[config.mk]
export PLATFORM = sky130hd
export DESIGN_NAME = fsp_top
export DESIGN_NICKNAME = d
export VERILOG_FILES = /design/src/inc/fsp_pkg.sv /design/src/verilog/fsp_key_cmp.sv /design/src/verilog/fsp_prot_chk.sv /design/src/verilog/fsp_top.sv
export SDC_FILE = /design/constraint.sdc
export NUM_CORES = 1
export LEC_CHECK = 0
export ABC_AREA = 0
export BUFFER_PORTS_ARGS = -buffer_cell sky130_fd_sc_hd__buf_2
export CAP_MARGIN = 20
export CORE_AREA = 2 2 109 111
export DETAILED_ROUTE_END_ITERATION = 6
export DIE_AREA = 0 0 111 113
export MAX_ROUTING_LAYER = met4
export PLACE_DENSITY_LB_ADDON = 0.3
export REMOVE_ABC_BUFFERS = 1
export SYNTH_ARGS = -nofsm -noshare
export SYNTH_HDL_FRONTEND = slang
export SYNTH_HIERARCHICAL = 1
export SYNTH_SLANG_ARGS = --single-unit
[constraint.sdc]
create_clock -name clk -period 2.7 [get_ports clk]
set_input_delay 0.54 -clock clk [delete_from_list [all_inputs] [get_ports clk]]
set_output_delay 0.54 -clock clk [all_outputs]
set_load 0.02 [all_outputs]
[src/inc/fsp_pkg.sv]
// Package: constants for the flash security and protection option block
`default_nettype none
package fsp_pkg;
  // Register byte offsets on the bus
  localparam logic [3:0] OFS_OPTION = 4'h0;
  localparam logic [3:0] OFS_CONFIG = 4'h4;
  localparam logic [3:0] OFS_PROTECT = 4'h8;
  localparam logic [3:0] OFS_KEY_LO = 4'hc;
  // Option register fields
  localparam int OPT_KEY_EN_BIT = 7;
  localparam int OPT_NORED_BIT = 6;
  localparam logic [7:0] OPT_READ_MASK = 8'hc3;
  localparam logic [1:0] SEC_UNSECURED = 2'h2;
  // Config register fields
  localparam int CFG_KEY_ACC_BIT = 5;
  localparam logic [7:0] CFG_WR_MASK = 8'he0;
  localparam logic [7:0] CFG_RESET = 8'h00;
  // Protect register fields and option register reset value
  localparam int PROT_DIS_BIT = 0;
  localparam logic [7:0] PROT_RESET = 8'hff;
  localparam logic [7:0] OPT_RESET = 8'hff;
  // Flash address width and key address window
  localparam int ADDR_W = 16;
  localparam logic [15:0] KEY_BASE = 16'hffb0;
  localparam int KEY_BYTES = 8;
  // Loading state machine
  typedef enum logic [2:0]
  {
    ST_LOAD = 3'b001,
    ST_RUN = 3'b010,
    ST_IDLE = 3'b100
  } fsp_state_t;
endpackage : fsp_pkg
`default_nettype wire

[src/verilog/fsp_key_cmp.sv]
// Backdoor key comparator: collects eight bytes by index, checks all at once on compare
`default_nettype none
module fsp_key_cmp
  import fsp_pkg::*;
(
  input wire logic clk,
  input wire logic rstn,
  input wire logic key_wr,
  input wire logic [2:0] key_idx,
  input wire logic [7:0] key_data,
  input wire logic [63:0] key_store,
  input wire logic compare,
  output logic match
);
  logic [7:0] got [KEY_BYTES];
  logic [KEY_BYTES-1:0] seen;
  logic [KEY_BYTES-1:0] ok;
  logic all_ok;

  // Per-byte comparison against the stored key
  genvar g;
  generate
    for (g = 0; g < KEY_BYTES; g = g + 1)
    begin : g_cmp
      assign ok[g] = seen[g] && (got[g] == key_store[63-8*g -: 8]);
    end
  endgenerate
  assign all_ok = &ok;

  // Capture key bytes; a compare consumes the set, so retries restart
  always_ff @(posedge clk or negedge rstn)
  begin
    if (!rstn)
    begin
      seen <= '0;
      match <= 1'b0;
      for (int i = 0; i < KEY_BYTES; i++)
        got[i] <= 8'h00;
    end
    else
    begin
      match <= compare && all_ok;
      if (compare)
        seen <= '0;
      else if (key_wr)
      begin
        got[key_idx] <= key_data;
        seen[key_idx] <= 1'b1;
      end
    end
  end
endmodule : fsp_key_cmp
`default_nettype wire

[src/verilog/fsp_prot_chk.sv]
// Protection check of a flash address against the protect register
`default_nettype none
module fsp_prot_chk
  import fsp_pkg::*;
(
  input wire logic [7:0] protect,
  input wire logic [ADDR_W-1:0] addr,
  output logic prot_hit
);
  logic [ADDR_W-1:0] last_free;

  // Select field forms top seven bits, rest all ones
  assign last_free = {protect[7:1], {(ADDR_W-7){1'b1}}};
  assign prot_hit = !protect[PROT_DIS_BIT] && (addr > last_free);
endmodule : fsp_prot_chk
`default_nettype wire

[src/verilog/fsp_top.sv]
// Flash option, configuration and protection registers with security
//
// Chosen here: the register addresses and register access over Avalon-MM.
`default_nettype none
module fsp_top
  import fsp_pkg::*;
(
  input wire logic clk,
  input wire logic rstn,
  // Avalon-MM slave
  input wire logic [3:0] avs_address,
  input wire logic avs_read,
  input wire logic avs_write,
  input wire logic [31:0] avs_writedata,
  input wire logic [3:0] avs_byteenable,
  output logic [31:0] avs_readdata,
  output logic avs_waitrequest,
  // Access source qualifiers for the current bus access
  input wire logic src_debug,
  input wire logic src_secure,
  // Nonvolatile bytes and key store
  input wire logic [7:0] option_flash_byte,
  input wire logic [7:0] protect_flash_byte,
  input wire logic [63:0] backdoor_key_store,
  // CPU flash write, into the key address window or elsewhere
  input wire logic flash_wr,
  input wire logic [ADDR_W-1:0] flash_wr_addr,
  input wire logic [7:0] flash_wr_data,
  output logic cmd_start,
  // Command registration from the command engine
  input wire logic cmd_register,
  input wire logic cmd_is_modify,
  input wire logic [ADDR_W-1:0] cmd_addr,
  output logic cmd_accept,
  input wire logic blank_ok,
  input wire logic viol_clear,
  output logic protection_violation_flag,
  // Security outputs
  input wire logic mem_req_unsecured,
  output logic mem_block,
  output logic secured,
  output logic vector_redirect_disable
);
  fsp_state_t state;
  fsp_state_t next_state;
  logic [7:0] option_register;
  logic [7:0] flash_config_register;
  logic [7:0] protect_register;
  logic [1:0] security_code;
  logic key_write_access;
  logic backdoor_key_enable;
  logic key_match;
  logic prot_hit;
  logic key_wr;
  logic compare;
  logic wr_cfg;
  logic wr_prot;
  logic prot_wr_ok;
  logic rd_pend;
  logic [7:0] rd_byte;
  logic in_key_window;

  // Decode writes; ignored while reset bytes are still loading
  assign wr_cfg = avs_write && !avs_waitrequest && avs_byteenable[0]
                  && avs_address == OFS_CONFIG;
  assign wr_prot = avs_write && !avs_waitrequest && avs_byteenable[0]
                   && avs_address == OFS_PROTECT;
  assign key_write_access = flash_config_register[CFG_KEY_ACC_BIT];
  assign backdoor_key_enable = option_register[OPT_KEY_EN_BIT];
  assign vector_redirect_disable = option_register[OPT_NORED_BIT];
  assign in_key_window = flash_wr_addr[ADDR_W-1:3] == KEY_BASE[ADDR_W-1:3];

  // Key window writes with key access go to comparator only from a secure non-debug source and never start a command; other writes start a command
  assign key_wr = flash_wr && in_key_window && key_write_access
                  && src_secure && !src_debug;
  assign cmd_start = flash_wr && !(in_key_window && key_write_access);

  // Clearing key access triggers comparison
  assign compare = wr_cfg && key_write_access
                   && !avs_writedata[CFG_KEY_ACC_BIT];

  // Only pattern one-zero is unsecured
  assign secured = security_code != SEC_UNSECURED;
  assign mem_block = secured && mem_req_unsecured;

  // Debug writes anything; otherwise only lower select when enabled
  assign prot_wr_ok = src_debug
                      || (!protect_register[PROT_DIS_BIT]
                      && avs_writedata[7:1] < protect_register[7:1]);

  // Protected erase or program is discarded
  assign cmd_accept = cmd_register && !(cmd_is_modify && prot_hit);

  // Read mux; reserved bits of option read zero
  assign rd_byte = (avs_address == OFS_OPTION)
                   ? (option_register & OPT_READ_MASK)
                   : (avs_address == OFS_CONFIG) ? flash_config_register
                   : (avs_address == OFS_PROTECT) ? protect_register
                   : 8'h00;

  fsp_key_cmp u_key
  (
    .clk(clk),
    .rstn(rstn),
    .key_wr(key_wr),
    .key_idx(flash_wr_addr[2:0]),
    .key_data(flash_wr_data),
    .key_store(backdoor_key_store),
    .compare(compare),
    .match(key_match)
  );

  fsp_prot_chk u_prot
  (
    .protect(protect_register),
    .addr(cmd_addr),
    .prot_hit(prot_hit)
  );

  // Load state sequencing: one cycle of load after reset release
  always_comb
  begin
    case (state)
      ST_LOAD: next_state = ST_RUN;
      ST_RUN: next_state = ST_RUN;
      default: next_state = ST_LOAD;
    endcase
  end

  // Bus stalls while loading; reads take one wait cycle
  assign avs_waitrequest = (state != ST_RUN) || (avs_read && !rd_pend);

  always_ff @(posedge clk or negedge rstn)
  begin
    if (!rstn)
      state <= ST_IDLE;
    else
      state <= next_state;
  end

  // Option image: loaded at reset, never written by software
  always_ff @(posedge clk or negedge rstn)
  begin
    if (!rstn)
      option_register <= OPT_RESET;
    else if (state == ST_LOAD)
      option_register <= option_flash_byte;
  end

  // Security code follows option byte, then unlock events
  always_ff @(posedge clk or negedge rstn)
  begin
    if (!rstn)
      security_code <= 2'h0;
    else if (state == ST_LOAD)
      security_code <= option_flash_byte[1:0];
    else if ((key_match && backdoor_key_enable) || blank_ok)
      security_code <= SEC_UNSECURED;
  end

  // Config: upper three bits writable, cleared at reset
  always_ff @(posedge clk or negedge rstn)
  begin
    if (!rstn)
      flash_config_register <= CFG_RESET;
    else if (wr_cfg)
      flash_config_register <= avs_writedata[7:0] & CFG_WR_MASK;
  end

  // Protect image: loaded at reset, guarded writes
  always_ff @(posedge clk or negedge rstn)
  begin
    if (!rstn)
      protect_register <= PROT_RESET;
    else if (state == ST_LOAD)
      protect_register <= protect_flash_byte;
    else if (wr_prot && prot_wr_ok)
      protect_register <= src_debug ? avs_writedata[7:0]
                          : {avs_writedata[7:1], 1'b0};
  end

  // Violation flag: set wins over clear
  always_ff @(posedge clk or negedge rstn)
  begin
    if (!rstn)
      protection_violation_flag <= 1'b0;
    else if (cmd_register && cmd_is_modify && prot_hit)
      protection_violation_flag <= 1'b1;
    else if (viol_clear)
      protection_violation_flag <= 1'b0;
  end

  // Read data registered, answered on second cycle
  always_ff @(posedge clk or negedge rstn)
  begin
    if (!rstn)
    begin
      rd_pend <= 1'b0;
      avs_readdata <= 32'h0000_0000;
    end
    else
    begin
      rd_pend <= avs_read && !rd_pend && state == ST_RUN;
      if (avs_read && !rd_pend)
        avs_readdata <= {24'h00_0000, rd_byte};
    end
  end

  // Assertions
  a_opt_ro: assert property (@(posedge clk) disable iff (!rstn)
    state == ST_RUN && $past(state) == ST_RUN |-> $stable(option_register))
    else $error("option register changed after load");
  a_sec_decode: assert property (@(posedge clk) disable iff (!rstn)
    secured == (security_code != 2'h2))
    else $error("security decode wrong");
  a_key_gate: assert property (@(posedge clk) disable iff (!rstn)
    $past(state) == ST_RUN && !backdoor_key_enable && !$past(blank_ok)
    && $past(secured) |-> secured)
    else $error("unlocked with key disabled");
  a_cfg_low: assert property (@(posedge clk) disable iff (!rstn)
    flash_config_register[4:0] == 5'h00)
    else $error("config low bits nonzero");
  a_prot_lock: assert property (@(posedge clk) disable iff (!rstn)
    $past(state) == ST_RUN && $past(protect_register[0]) && !$past(src_debug)
    |-> protect_register == $past(protect_register))
    else $error("protect changed while disabled");
  a_prot_inc: assert property (@(posedge clk) disable iff (!rstn)
    $past(state) == ST_RUN && !$past(src_debug)
    |-> protect_register[7:1] <= $past(protect_register[7:1]))
    else $error("protection decreased");
  a_viol_set: assert property (@(posedge clk) disable iff (!rstn)
    cmd_register && cmd_is_modify && prot_hit
    |-> !cmd_accept ##1 protection_violation_flag)
    else $error("violation not flagged");
  a_mem_block: assert property (@(posedge clk) disable iff (!rstn)
    mem_req_unsecured && secured |-> mem_block)
    else $error("unsecured access not blocked");
  a_key_src: assert property (@(posedge clk) disable iff (!rstn)
    src_debug |-> !key_wr)
    else $error("debug wrote key");
  c_unlock: cover property (@(posedge clk) disable iff (!rstn)
    $fell(secured));
  c_viol: cover property (@(posedge clk) disable iff (!rstn)
    $rose(protection_violation_flag));
  c_prot_wr: cover property (@(posedge clk) disable iff (!rstn)
    wr_prot && prot_wr_ok);
endmodule : fsp_top
`default_nettype wire

* After elaboration in Yosys (flattened, before gate mapping)
Cells that the tools add are included.
** Storage, ports and cells
- Register bits :: 107
- Word-level logic and storage cells :: 112
** Operators by class
- $lt $le $gt $ge :: 6
- Equal/unequal tests :: 15
- Muxes and demuxes :: 18
- Bitwise operators :: 3
- Reductions and logical operators :: 52
** Operators by type and width (count)
- bitwise mux 64 bit :: 1
- == test 8 bit :: 8
- two-way mux 8 bit :: 8
- logical AND 1 bit :: 34
- demux 8 bit (select 3 bit) :: 1
- greater-than comparator 16 bit :: 1
- == test 13 bit (second input constant) :: 1
- bitwise OR 8 bit :: 1
- AND reduction 8 bit :: 1
- nonzero test 2 bit :: 4
- zero test 1 bit :: 7
- less-than comparator 7 bit :: 1
- two-way mux 2 bit :: 3
- == test 4 x 3 -> 1 bit (second input constant) :: 1
- == test 4 bit (second input constant) :: 1
- greater-or-equal comparator 4 bit (second input constant) :: 1
- zero test 4 bit :: 1
- less-than comparator 3 x 4 -> 1 bit (second input constant) :: 1
- less-than comparator 4 x 1 -> 1 bit (second input constant) :: 1
- two-way mux 1 bit :: 4
- NOT 3 -> 4 bit :: 1
- demux 1 bit (select 3 bit) :: 1
- == test 3 x 1 -> 1 bit (second input constant) :: 1
- == test 3 x 2 -> 1 bit (second input constant) :: 1
- other kinds (7) :: 9

* Depth between registers and ports, before layout
Gate-level depths: netlist of run 1.
- Depth in word-level cells :: 11
- Mapped depth :: 12
- Depth with buffers taken out :: 9

* Cells and area by module
Netlist of run 1, hierarchy kept.
** By module, submodules not included
- fsp_key_cmp :: times used 1, cells each 284, area each 3522.1 µm², sequential area each 1826.8 µm²
- fsp_top :: times used 1, cells each 197, area each 1831.8 µm², sequential area each 767.0 µm²
- fsp_prot_chk :: times used 1, cells each 26, area each 188.9 µm², sequential area each 0.0 µm²

* Worst setup path before layout of run 1
Ideal clock, no wire load.
- Path kind :: in2reg
- Start point :: in avs_address[3]
- End point :: reg u_key.match
- Library setup time :: 0.101 ns
- Arrival time :: 2.365 ns
- Data required time :: 2.599 ns
- Setup slack :: 0.234 ns
- Stages on the path :: 11
- Path through :: clkbuf_8 nor4b_2 inv_1 nor2_1 and3b_1 buf_6 nand4_1 a221o_1 nor3_1 nand3_1 nor4_1
** On the way
- Cells in the longest elaborated chain, start to end :: 5
** Ends and longest elaborated chain
- start, declared :: RTL line fsp_top.sv:11 : input wire logic [3:0] avs_address,
- == test 4 x 3 -> 1 bit :: RTL line fsp_top.sv:65 : && avs_address == OFS_CONFIG;
- logical AND 1 bit :: RTL line fsp_top.sv:65
- logical AND 1 bit :: RTL line fsp_top.sv:79 : assign compare = wr_cfg && key_write_access
- logical AND 1 bit :: RTL line fsp_top.sv:80 : && !avs_writedata[CFG_KEY_ACC_BIT];
- via compare :: RTL line fsp_top.sv:55 : logic compare;
- logical AND 1 bit :: RTL line fsp_key_cmp.sv:42 : match <= compare && all_ok;
- end signal, assigned :: RTL line fsp_key_cmp.sv:42
- end, declared :: RTL line fsp_key_cmp.sv:13 : output logic match
The timed path passes the listed nets, and every way through them passes these cells.
A chain may end at the register's enable or synchronous reset.

* Worst setup path in the final report of run 1
- Start point :: reg protect_register[4]
- End point :: out cmd_accept
** On the way
- Cells in the longest elaborated chain, start to end :: 5
** Ends and longest elaborated chain
- start, declared :: RTL line fsp_top.sv:48 : logic [7:0] protect_register;
- start signal, assigned :: RTL line fsp_top.sv:176 : protect_register <= protect_flash_byte;
- start signal, assigned :: RTL line fsp_top.sv:178 : protect_register <= src_debug ? avs_writedata[7:0]
- greater-than comparator 16 bit :: RTL line fsp_prot_chk.sv:14 : assign prot_hit = !protect[PROT_DIS_BIT] && (addr > last_free);
- logical AND 1 bit :: RTL line fsp_prot_chk.sv:14
- via prot_hit :: RTL line fsp_top.sv:53 : logic prot_hit;
- logical AND 1 bit :: RTL line fsp_top.sv:92 : assign cmd_accept = cmd_register && !(cmd_is_modify && prot_hit);
- zero test 1 bit :: RTL line fsp_top.sv:92
- logical AND 1 bit :: RTL line fsp_top.sv:92
- end, declared :: RTL line fsp_top.sv:34 : output logic cmd_accept,
The timed path passes the listed nets, and every way through them passes these cells.

==> flow_summary.json, run 1 <==
{
  "hold_ws_ns": 0.1769,
  "synthXorXnorAreaFrac": 0.07111,
  "clkTransAtPathRegs_ns": 0.07,
  "synth_top_family_by_area": "simple AND/OR/NAND/NOR gates",
  "die_w_um": 111,
  "slew_viol_final": 0,
  "die_h_um": 113,
  "reg2reg_depth": 10,
  "reg2reg_from": "state[0]",
  "routed_wl_mm": 13.70,
  "worst_ep_arrival_time_ns": 2.07,
  "clock_latency_ns": 0.35,
  "timing_hold_violations_final": 0,
  "synth_flop_cell": "dfrtp_1",
  "fin_crit_ns": 2.606,
  "grt_pass1_vias": 4437,
  "htreeDepth": 3,
  "yosys_warnings": 6,
  "multiInputGateArea_um2": 2679,
  "rrSetupSlack_ns": 0.31,
  "fin_crit_sh": 0.9654,
  "finalNetCount": 868,
  "seq_area_frac_synth": 0.4679,
  "place_inst": 812,
  "hold_class": "primary input to asynchronous set/reset pin",
  "die-area_um2": 12540,
  "cts_tree": "yes",
  "async_flop_share": 1.000,
  "synth_seq_cells": 103,
  "post-route-drc-count": 0,
  "critPathLaunchType": "flop",
  "clockBufferDepth": 2,
  "synth_edf_count": 0,
  "max_freq_ghz": 0.3837,
  "maxCapViolCount": 0,
  "coreArea_um2": 11270,
  "leakage_nw": 3.544,
  "crit_type": "flop to output pin",
  "cp-end-kind": "output pin",
  "num_io_pins": 211,
  "grt_usage": 0.2260,
  "cts_buffers": 9,
  "overflow": 0,
  "setup_viol": 0,
  "root_buffer": "clkbuf_16",
  "synth_mux_area_frac": 0.1235,
  "dp_hpwl_mm": 10.54,
  "cp.required_ns": 2.16,
  "ys_types": 65,
  "cp_max_fo": 3,
  "grt_pass1_wl_mm": 21.71,
  "fill_cells": 973,
  "ant_nets": 0,
  "synth_area_leader_cell": "dfrtp_1",
  "p_per_area_nw_per_um2": 524.4,
  "post_drt_wl_per_cell_um": 16.49,
  "via_count": 4362,
  "utilization": 0.6107,
  "ctsHoldBuffers": 0,
  "diodes": 0,
  "synth_area_leaders": "dfrtp_1 (41%), mux2_2 (12%), dfstp_2 (6.2%)",
  "start_util": 0.4917,
  "tightestPinTransition_ns": 0.8652,
  "regArea_um2": 2594,
  "vdd_drop_max_mv": 0.3177,
  "vias_per_cell": 5.249,
  "drive_gt1_frac": 0.4259,
  "outcome": "finished clean",
  "portBuffers": 155,
  "antenna_found_initial": 0,
  "rows": 39,
  "drt-initial-drc-count": 268,
  "r2r-end": "u_key/match",
  "drt_pass1_iterations": 4,
  "yosys.area_share.simple": 0.1264,
  "synth_top_area_frac": 0.4063,
  "gp_congestion": 0.8846,
  "relSlewSlack": 0.4211,
  "synth-adder-area-share": 0.02935,
  "cts_sinks": 103,
  "fin_skew_ns": 0.01340,
  "syn_area_per_cell_um2": 10.93,
  "grt_max_degree": 46,
  "syn2layout_area_growth_pct": 24.20,
  "final_cell_count_no_fill": 831,
  "synth_compound_area_frac": 0.1025,
  "syn_area_um2": 5543,
  "syn_inst": 507
}
-- what timing repair did --
| action | in CTS | in global routing |
|---|---|---|
| setup buffers | 0 | 3 |
| pin swaps | 1 | 2 |
| endpoints found under the setup margin | 1 | 2 |
| endpoints found under the hold margin | 0 | 0 |
| resized for setup | 2 | 9 |
-- layout make-up --
cell class | count | area share
Tap cell | 143 | 0.02599
Sequential cell | 103 | 0.3768
Clock inverter | 6 | 0.008906
Timing Repair Buffer | 179 | 0.1432
Multi-Input combinational cell | 351 | 0.3891
Clock buffer | 10 | 0.03471
Inverter | 39 | 0.02126
-- metal layers --
metal | global-route usage | wire length [um] | up-vias
met2 | 0.3898 | 6926 | 163
met1 | 0.2702 | 5773 | 2089
li1 | - | - | 2090
met5 | - | 0 | -
met4 | 0.06833 | 231 | 0
met3 | 0.04499 | 770 | 20
-- sequential cells by signal (all words and copies together), names as in the netlist, 2 cells and up --
name / cells
protect_register: 8
u_key/seen: 8
flash_config_register: 3
security_code: 2
avs_readdata: 8
u_key/got: 64
state: 3
option_register: 4
-- cell families after synthesis --
logic type	after synthesis
other	1
xor gates and xnor gates	45
and+or+nand+nor	119
DFF	103
muxes	61
adders and majority gates	13
AOI/OAI and AO/OA	88
buffers and inverters	77
-- synth_stat cells (2+ instances only) --
| master | n |
|---|---|
| dfrtp_1 | 90 |
| mux2_2 | 59 |
| inv_1 | 38 |
| nand2_1 | 34 |
| buf_4 | 29 |
| xor2_1 | 23 |
| xnor2_1 | 22 |
| a21oi_1 | 17 |
| nand4_1 | 17 |
| o21ai_0 | 14 |
| dfstp_2 | 13 |
| ha_1 | 13 |
| nor2_1 | 13 |
| nor3_1 | 9 |
| nor4_1 | 9 |
| a21o_1 | 8 |
| a31oi_1 | 8 |
| o21ai_1 | 7 |
| o22ai_1 | 7 |
| o31ai_1 | 7 |
| nand3_1 | 6 |
| nand2b_1 | 5 |
| a22o_1 | 3 |
| clkbuf_1 | 3 |
| nor3_2 | 3 |
| o2bb2ai_1 | 3 |
| a22oi_1 | 2 |
| buf_2 | 2 |
| buf_6 | 2 |
| clkbuf_8 | 2 |
| mux2i_1 | 2 |
| nor2b_1 | 2 |
| o2111ai_1 | 2 |
| or3_1 | 2 |
-- layout by cell type (no fill, tap or decap), types with 3 or more instances in the layout --
master,Yosys,layout
nand2b_1,5,5
mux2_2,59,59
nand4_1,17,17
o21ai_1,7,7
nand3_1,6,6
a31oi_1,8,8
dfrtp_1,90,90
a21o_1,8,8
a22o_1,3,3
a21oi_1,17,17
buf_4,29,24
inv_1,38,37
clkbuf_16,0,9
o21ai_0,14,14
nor3_2,3,3
dfstp_2,13,13
xnor2_1,22,22
ha_1,13,9
buf_2,2,153
nor3_1,9,9
o2bb2ai_1,3,3
ha_4,0,4
conb_1,1,25
o31ai_1,7,7
nand2_1,34,34
nor2_1,13,13
o22ai_1,7,7
xor2_1,23,23
nor4_1,9,7
-- metrics by stage --
step	worst slack (ns)	TNS [ns]	cell area, um^2	power [W]
2_1_floorplan	0.02861	0	5344	0.002020
3_3_place_gp	0.1065	0	6484	0.002272
3_5_place_dp	0.07994	0	6484	0.002303
4_1_cts	0.01137	0	6797	0.003592
5_1_grt	-0.01936	-0.01936	6884	0.003778
6_report	0.09353	0	6884	0.003610
-- worst max path at each step --
stage | start | end | slack, ns | depth (start not counted)
after global placement | avs_address[1] | u_key/match | 0.11 | 11
final | protect_register[4] | cmd_accept | 0.09 | 7
after CTS | protect_register[5] | cmd_accept | 0.01 | 7
after floorplan | flash_wr_addr[3] | u_key/got[40] | 0.03 | 7
after detailed placement | avs_address[1] | u_key/match | 0.08 | 11
after global routing | protect_register[4] | cmd_accept | -0.02 | 7
-- power breakdown --
group          switching (W)  total, W  internal [W]
Clock               0.000610   0.00128      0.000674
Sequential         0.0000550   0.00170       0.00164
Combinational       0.000362  0.000631      0.000269
Total                0.00103   0.00361       0.00258
-- worst max-delay path, cell delays in order (launching register included) --
cell and delay [ns]:
dfstp_2 0.54, inv_1 0.05, ha_1 0.27, nand4_1 0.12, a21o_1 0.19, a311oi_2 0.27, a21boi_1 0.10, buf_4 0.17
(Power assumes the default switching activity.)
==> inputs of run 2 (changes only) <==
--- a/config.mk
+++ b/config.mk
@@ -8,9 +8,9 @@
 export ABC_AREA = 0
 export BUFFER_PORTS_ARGS = -buffer_cell sky130_fd_sc_hd__buf_2
 export CAP_MARGIN = 20
-export CORE_AREA = 2 2 109 111
+export CORE_AREA = 2 2 114 105
 export DETAILED_ROUTE_END_ITERATION = 6
-export DIE_AREA = 0 0 111 113
+export DIE_AREA = 0 0 116 107
 export MAX_ROUTING_LAYER = met4
 export PLACE_DENSITY_LB_ADDON = 0.3
 export REMOVE_ABC_BUFFERS = 1
==> run 2 against run 1 <==
Count of clock-buffer cells in the layout down 1. Global-route usage up 0.30 points. Sequential share of layout area grew 0.23 points. Final cell count is 0.96% higher. Die area is 1.0% lower. Critical path depth did not move. Maximum frequency is 0.36% higher. Highest routed layer unchanged. Via count rose by 1.1%. Worst setup slack improved by 0.0094 ns. Routed wire length decreased by 1.0%. Clock skew is 0.0016 ns lower.
==> flow_summary.json, run 2 (synthesized netlist as in run 1, its figures left out) <==
{
  "coreArea_um2": 11200,
  "placed_cell_area_um2": 6470,
  "grt_max_degree": 47,
  "clock_latency_ns": 0.34,
  "die_w_um": 116,
  "post-route-drc-count": 0,
  "rows": 37,
  "cts_buffers": 9,
  "ant_nets": 0,
  "crit_type": "flop to output pin",
  "worst_ep_arrival_time_ns": 2.06,
  "post_drt_wl_per_cell_um": 16.16,
  "vdd_drop_max_mv": 0.4143,
  "drt_pass1_iterations": 5,
  "finish.instance_area_um2": 6843,
  "r2r-end": "u_key/got[50]",
  "crit_chain": "inv_1, ha_4, nand4_1, nor4_2, a311oi_2, a21boi_1, buf_4",
  "critPathLaunchType": "flop",
  "fin_skew_ns": 0.01177,
  "tightestPinTransition_ns": 0.8125,
  "via_count": 4410,
  "worst_slack_ns": 0.1029,
  "slew_viol_final": 0,
  "clockBufferDepth": 2,
  "gp_congestion": 0.8567,
  "drt-initial-drc-count": 296,
  "maxCapViolCount": 0,
  "cts_sinks": 103,
  "die-area_um2": 12410,
  "hold_class": "primary input to asynchronous set/reset pin",
  "rrSetupSlack_ns": 0.28,
  "startpoint": "protect_register[5]",
  "cts_tree": "yes",
  "grt_usage": 0.2290,
  "largest_register_ffs": 64,
  "utilization": 0.6108,
  "outcome": "finished clean",
  "regMostFlops": "u_key/got",
  "relSlewSlack": 0.4563,
  "fin_crit_sh": 0.9619,
  "cp-end-kind": "output pin",
  "critical_path.slowest_cell": "dfstp_2",
  "start_util": 0.4948,
  "finalNetCount": 863,
  "cp_max_fo": 3,
  "leakage_nw": 3.520,
  "place_ws_ns": -0.01498,
  "num_io_pins": 211,
  "die_h_um": 107,
  "dp_hpwl_mm": 10.23,
  "fin_crit_ns": 2.597,
  "setup_viol": 0,
  "antenna_found_initial": 1,
  "timing_hold_violations_final": 0,
  "p_per_area_nw_per_um2": 527.0,
  "drive_gt1_frac": 0.4223,
  "layout_commonest_cell": "buf_2",
  "clkTransAtPathRegs_ns": 0.07,
  "cp.required_ns": 2.16,
  "crit_path_max_incr_delay_ns": 0.54,
  "htreeDepth": 3,
  "root_buffer": "clkbuf_16",
  "grt_pass1_wl_mm": 21.20,
  "grt_pass1_vias": 4391,
  "hold_ws_ns": 0.2184,
  "reg2reg_from": "flash_config_register[5]",
  "power_w": 0.003606,
  "syn2layout_area_growth_pct": 23.45,
  "routed_wl_mm": 13.56,
  "reg2reg_depth": 8,
  "portBuffers": 155,
  "ctsHoldBuffers": 0,
  "vias_per_cell": 5.256,
  "overflow": 0,
  "max_freq_ghz": 0.3850,
  "most-common-layout-cells": "buf_2 (153), dfrtp_1 (90), mux2_2 (59), inv_1 (36), nand2_1 (34)"
}
-- run 2: cell type report --
class | count | area, um^2
Antenna cell | 1 | 2.502
Clock buffer | 9 | 225.2
Clock inverter | 6 | 68.82
Fill cell | 972 | 4360
Inverter | 39 | 146.4
Multi-Input combinational cell | 351 | 2663
Sequential cell | 103 | 2594
Tap cell | 156 | 195.2
Timing Repair Buffer | 174 | 948.4
-- run 2: per-layer routing --
layer	GRT usage	vias up	share of wire
met5	-	-	0
met4	0.05867	0	0.014
met3	0.06105	20	0.065
met2	0.3814	170	0.51
met1	0.2779	2130	0.41
li1	-	2090	-
-- run 2: repair_timing --
action / in CTS / in global routing
setup buffers: 0 / 2
gates cloned: 0 / 0
endpoints found under the setup margin: 1 / 2
resized for setup: 2 / 9
pin swaps: 1 / 7
-- run 2: per-stage QoR --
step	setup TNS [ns]	instances
after global routing	-0.008029	839
after detailed placement	-0.01498	821
after floorplan	0	493
final	0	839
after global placement	0	821
after CTS	0	836
-- run 2: power breakdown --
part | internal, W | switching [W]
combinational | 0.000259 | 0.000352
sequential | 0.00164 | 0.0000536
clock | 0.000722 | 0.000577
-- run 2: worst max path at each step --
| stage | endpoint | slack [ns] |
|---|---|---|
| final | cmd_accept | 0.10 |
| after detailed placement | u_key/match | -0.01 |
| after CTS | cmd_accept | 0.03 |
| after floorplan | u_key/got[40] | 0.03 |
| after global routing | cmd_accept | -0.008 |
| after global placement | u_key/match | 0.03 |
-- run 2: worst max-delay path: cells and delay by family, from the launching register on --
| kind | cells | cell delay, ns |
|---|---|---|
| DFF | 1 | 0.54 |
| buffers and inverters | 2 | 0.23 |
| adders and majority gates | 1 | 0.27 |
| AOI/OAI and AO/OA | 2 | 0.23 |
| and+or+nand+nor | 2 | 0.45 |
==> inputs of run 3 (changes only) <==
--- a/config.mk
+++ b/config.mk
@@ -11,7 +11,6 @@
 export CORE_AREA = 2 2 114 105
 export DETAILED_ROUTE_END_ITERATION = 6
 export DIE_AREA = 0 0 116 107
-export MAX_ROUTING_LAYER = met4
 export PLACE_DENSITY_LB_ADDON = 0.3
 export REMOVE_ABC_BUFFERS = 1
 export SYNTH_ARGS = -nofsm -noshare
==> run 3 against run 2 <==
Critical path depth unchanged. Clock power about the same. Clock skew decreased by 0.0016 ns. Global-route usage decreased by 0.63 points. Combinational power about the same. Maximum frequency about the same. Worst hold slack got worse by 0.00061 ns. Worst setup slack improved by 0.0014 ns. Sequential share of layout area about the same. Non-clock buffer count unchanged. Critical endpoint unchanged.
==> flow_summary.json, run 3 (synthesized netlist as in run 1, its figures left out) <==
{
  "outcome": "finished clean",
  "die_h_um": 107,
  "crit_chain": "inv_1, ha_4, nand4_1, nor4_2, a311oi_2, a21boi_1, buf_4",
  "ant_nets": 0,
  "diodes": 0,
  "relSlewSlack": 0.4529,
  "clkTransAtPathRegs_ns": 0.07,
  "start_util": 0.4948,
  "root_buffer": "clkbuf_16",
  "finish.instance_area_um2": 6840,
  "drive_gt1_frac": 0.4223,
  "placed_cell_area_um2": 6470,
  "drt-initial-drc-count": 270,
  "die-area_um2": 12410,
  "hold_class": "primary input to asynchronous set/reset pin",
  "cp.required_ns": 2.16,
  "critical_path.slowest_cell": "dfstp_2",
  "max_freq_ghz": 0.3853,
  "post_drt_wl_per_cell_um": 16.13,
  "die_w_um": 116,
  "clockBufferDepth": 2,
  "overflow": 0,
  "antenna_found_initial": 1,
  "place_inst": 821,
  "drt_pass1_iterations": 4,
  "cts_sinks": 103,
  "cts_tree": "yes",
  "layout_commonest_cell": "buf_2",
  "slew_viol_final": 0,
  "coreArea_um2": 11200,
  "timing_hold_violations_final": 0,
  "cp_max_fo": 3,
  "grt_max_degree": 47,
  "reg2reg_from": "flash_config_register[5]",
  "finalNetCount": 863,
  "critPathLaunchType": "flop",
  "via_count": 4345,
  "crit_path_max_incr_delay_ns": 0.54,
  "grt_pass1_wl_mm": 21.20,
  "leakage_nw": 3.520,
  "ctsHoldBuffers": 0,
  "fin_crit_sh": 0.9614,
  "final_cell_count_no_fill": 838,
  "p_per_area_nw_per_um2": 526.6,
  "gp_congestion": 0.8435,
  "fin_crit_ns": 2.596,
  "worst_ep_arrival_time_ns": 2.06,
  "crit_type": "flop to output pin",
  "post-route-drc-count": 0,
  "largest_register_ffs": 64,
  "rrSetupSlack_ns": 0.27,
  "syn2layout_area_growth_pct": 23.41,
  "dp_hpwl_mm": 10.23,
  "routed_wl_mm": 13.52,
  "htreeDepth": 3,
  "maxCapViolCount": 0,
  "power_w": 0.003602,
  "regMostFlops": "u_key/got",
  "num_io_pins": 211,
  "setup_viol": 0,
  "tightestPinTransition_ns": 0.8176,
  "cp-end-kind": "output pin",
  "reg2reg_depth": 8,
  "cts_buffers": 9,
  "hold_ws_ns": 0.2178,
  "grt_usage": 0.2227,
  "vias_per_cell": 5.185,
  "portBuffers": 155,
  "r2r-end": "u_key/got[53]",
  "grt_pass1_vias": 4387,
  "fin_skew_ns": 0.01014,
  "clock_latency_ns": 0.34,
  "vdd_drop_max_mv": 0.4136,
  "rows": 37,
  "most-common-layout-cells": "buf_2 (153), dfrtp_1 (90), mux2_2 (59), inv_1 (36), nand2_1 (34)"
}
==> run 3: changes by cell type in the layout (fill, tap and decap cells not counted), sizes merged <==
cell   before  now
diode       1    0
==> run 3: stage by stage <==
step | utilization | setup slack (ns) | setup TNS, ns
final | 0.6106 | 0.1043 | 0
after floorplan | - | 0.02861 | 0
after CTS | 0.6049 | 0.02927 | 0
after global routing | 0.6106 | -0.008029 | -0.008029
after global placement | 0.5775 | 0.02945 | 0
after detailed placement | 0.5775 | -0.01498 | -0.01498
==> run 3: how the worst max path moves through the flow <==
stage                     slack [ns]  depth (start not counted)                 from            end
after CTS                       0.03                          7  protect_register[5]     cmd_accept
after global placement          0.03                         11       avs_address[1]    u_key/match
after global routing          -0.008                          7  protect_register[5]     cmd_accept
after detailed placement       -0.01                         11       avs_address[1]    u_key/match
after floorplan                 0.03                          7     flash_wr_addr[3]  u_key/got[40]
final                           0.10                          7  protect_register[5]     cmd_accept
==> run 3: where the power goes <==
| group | switching, W | leakage (nW) | internal, W |
|---|---|---|---|
| Combinational | 0.000353 | 2.04 | 0.000259 |
| Clock | 0.000574 | 0.148 | 0.000722 |
| Sequential | 0.0000526 | 1.33 | 0.00164 |
| Total | 0.000980 | 3.52 | 0.00262 |
==> run 3: per-layer routing <==
metal | global-route usage | routed length, um | vias up
li1 | - | - | 2090
met2 | 0.3818 | 6867 | 157
met3 | 0.06331 | 955 | 16
met5 | 0 | 0 | -
met1 | 0.2757 | 5493 | 2082
met4 | 0.05867 | 203 | 0
==> run 3: worst max-delay path: cells and delay by family (launching register included) <==
kind	cells	cell delay (ns)
fa+ha+maj	1	0.27
compound gates	2	0.23
flops	1	0.54
buf+inv	2	0.23
simple gates	2	0.45
==> run 3: repair_timing <==
item | in CTS | in global routing
pin swaps | 1 | 7
endpoints found under the setup margin | 1 | 2
buffers inserted | 0 | 2
gates cloned | 0 | 0
gates resized for setup | 2 | 9
==> run 3: cell type report <==
cell class,count,area (um^2)
clock buffer,9,225.2
clock inverter,6,68.82
fill,971,4363
inverter,39,146.4
multi-input combinational,351,2663
sequential,103,2594
tap,156,195.2
timing repair buffer,174,948.4
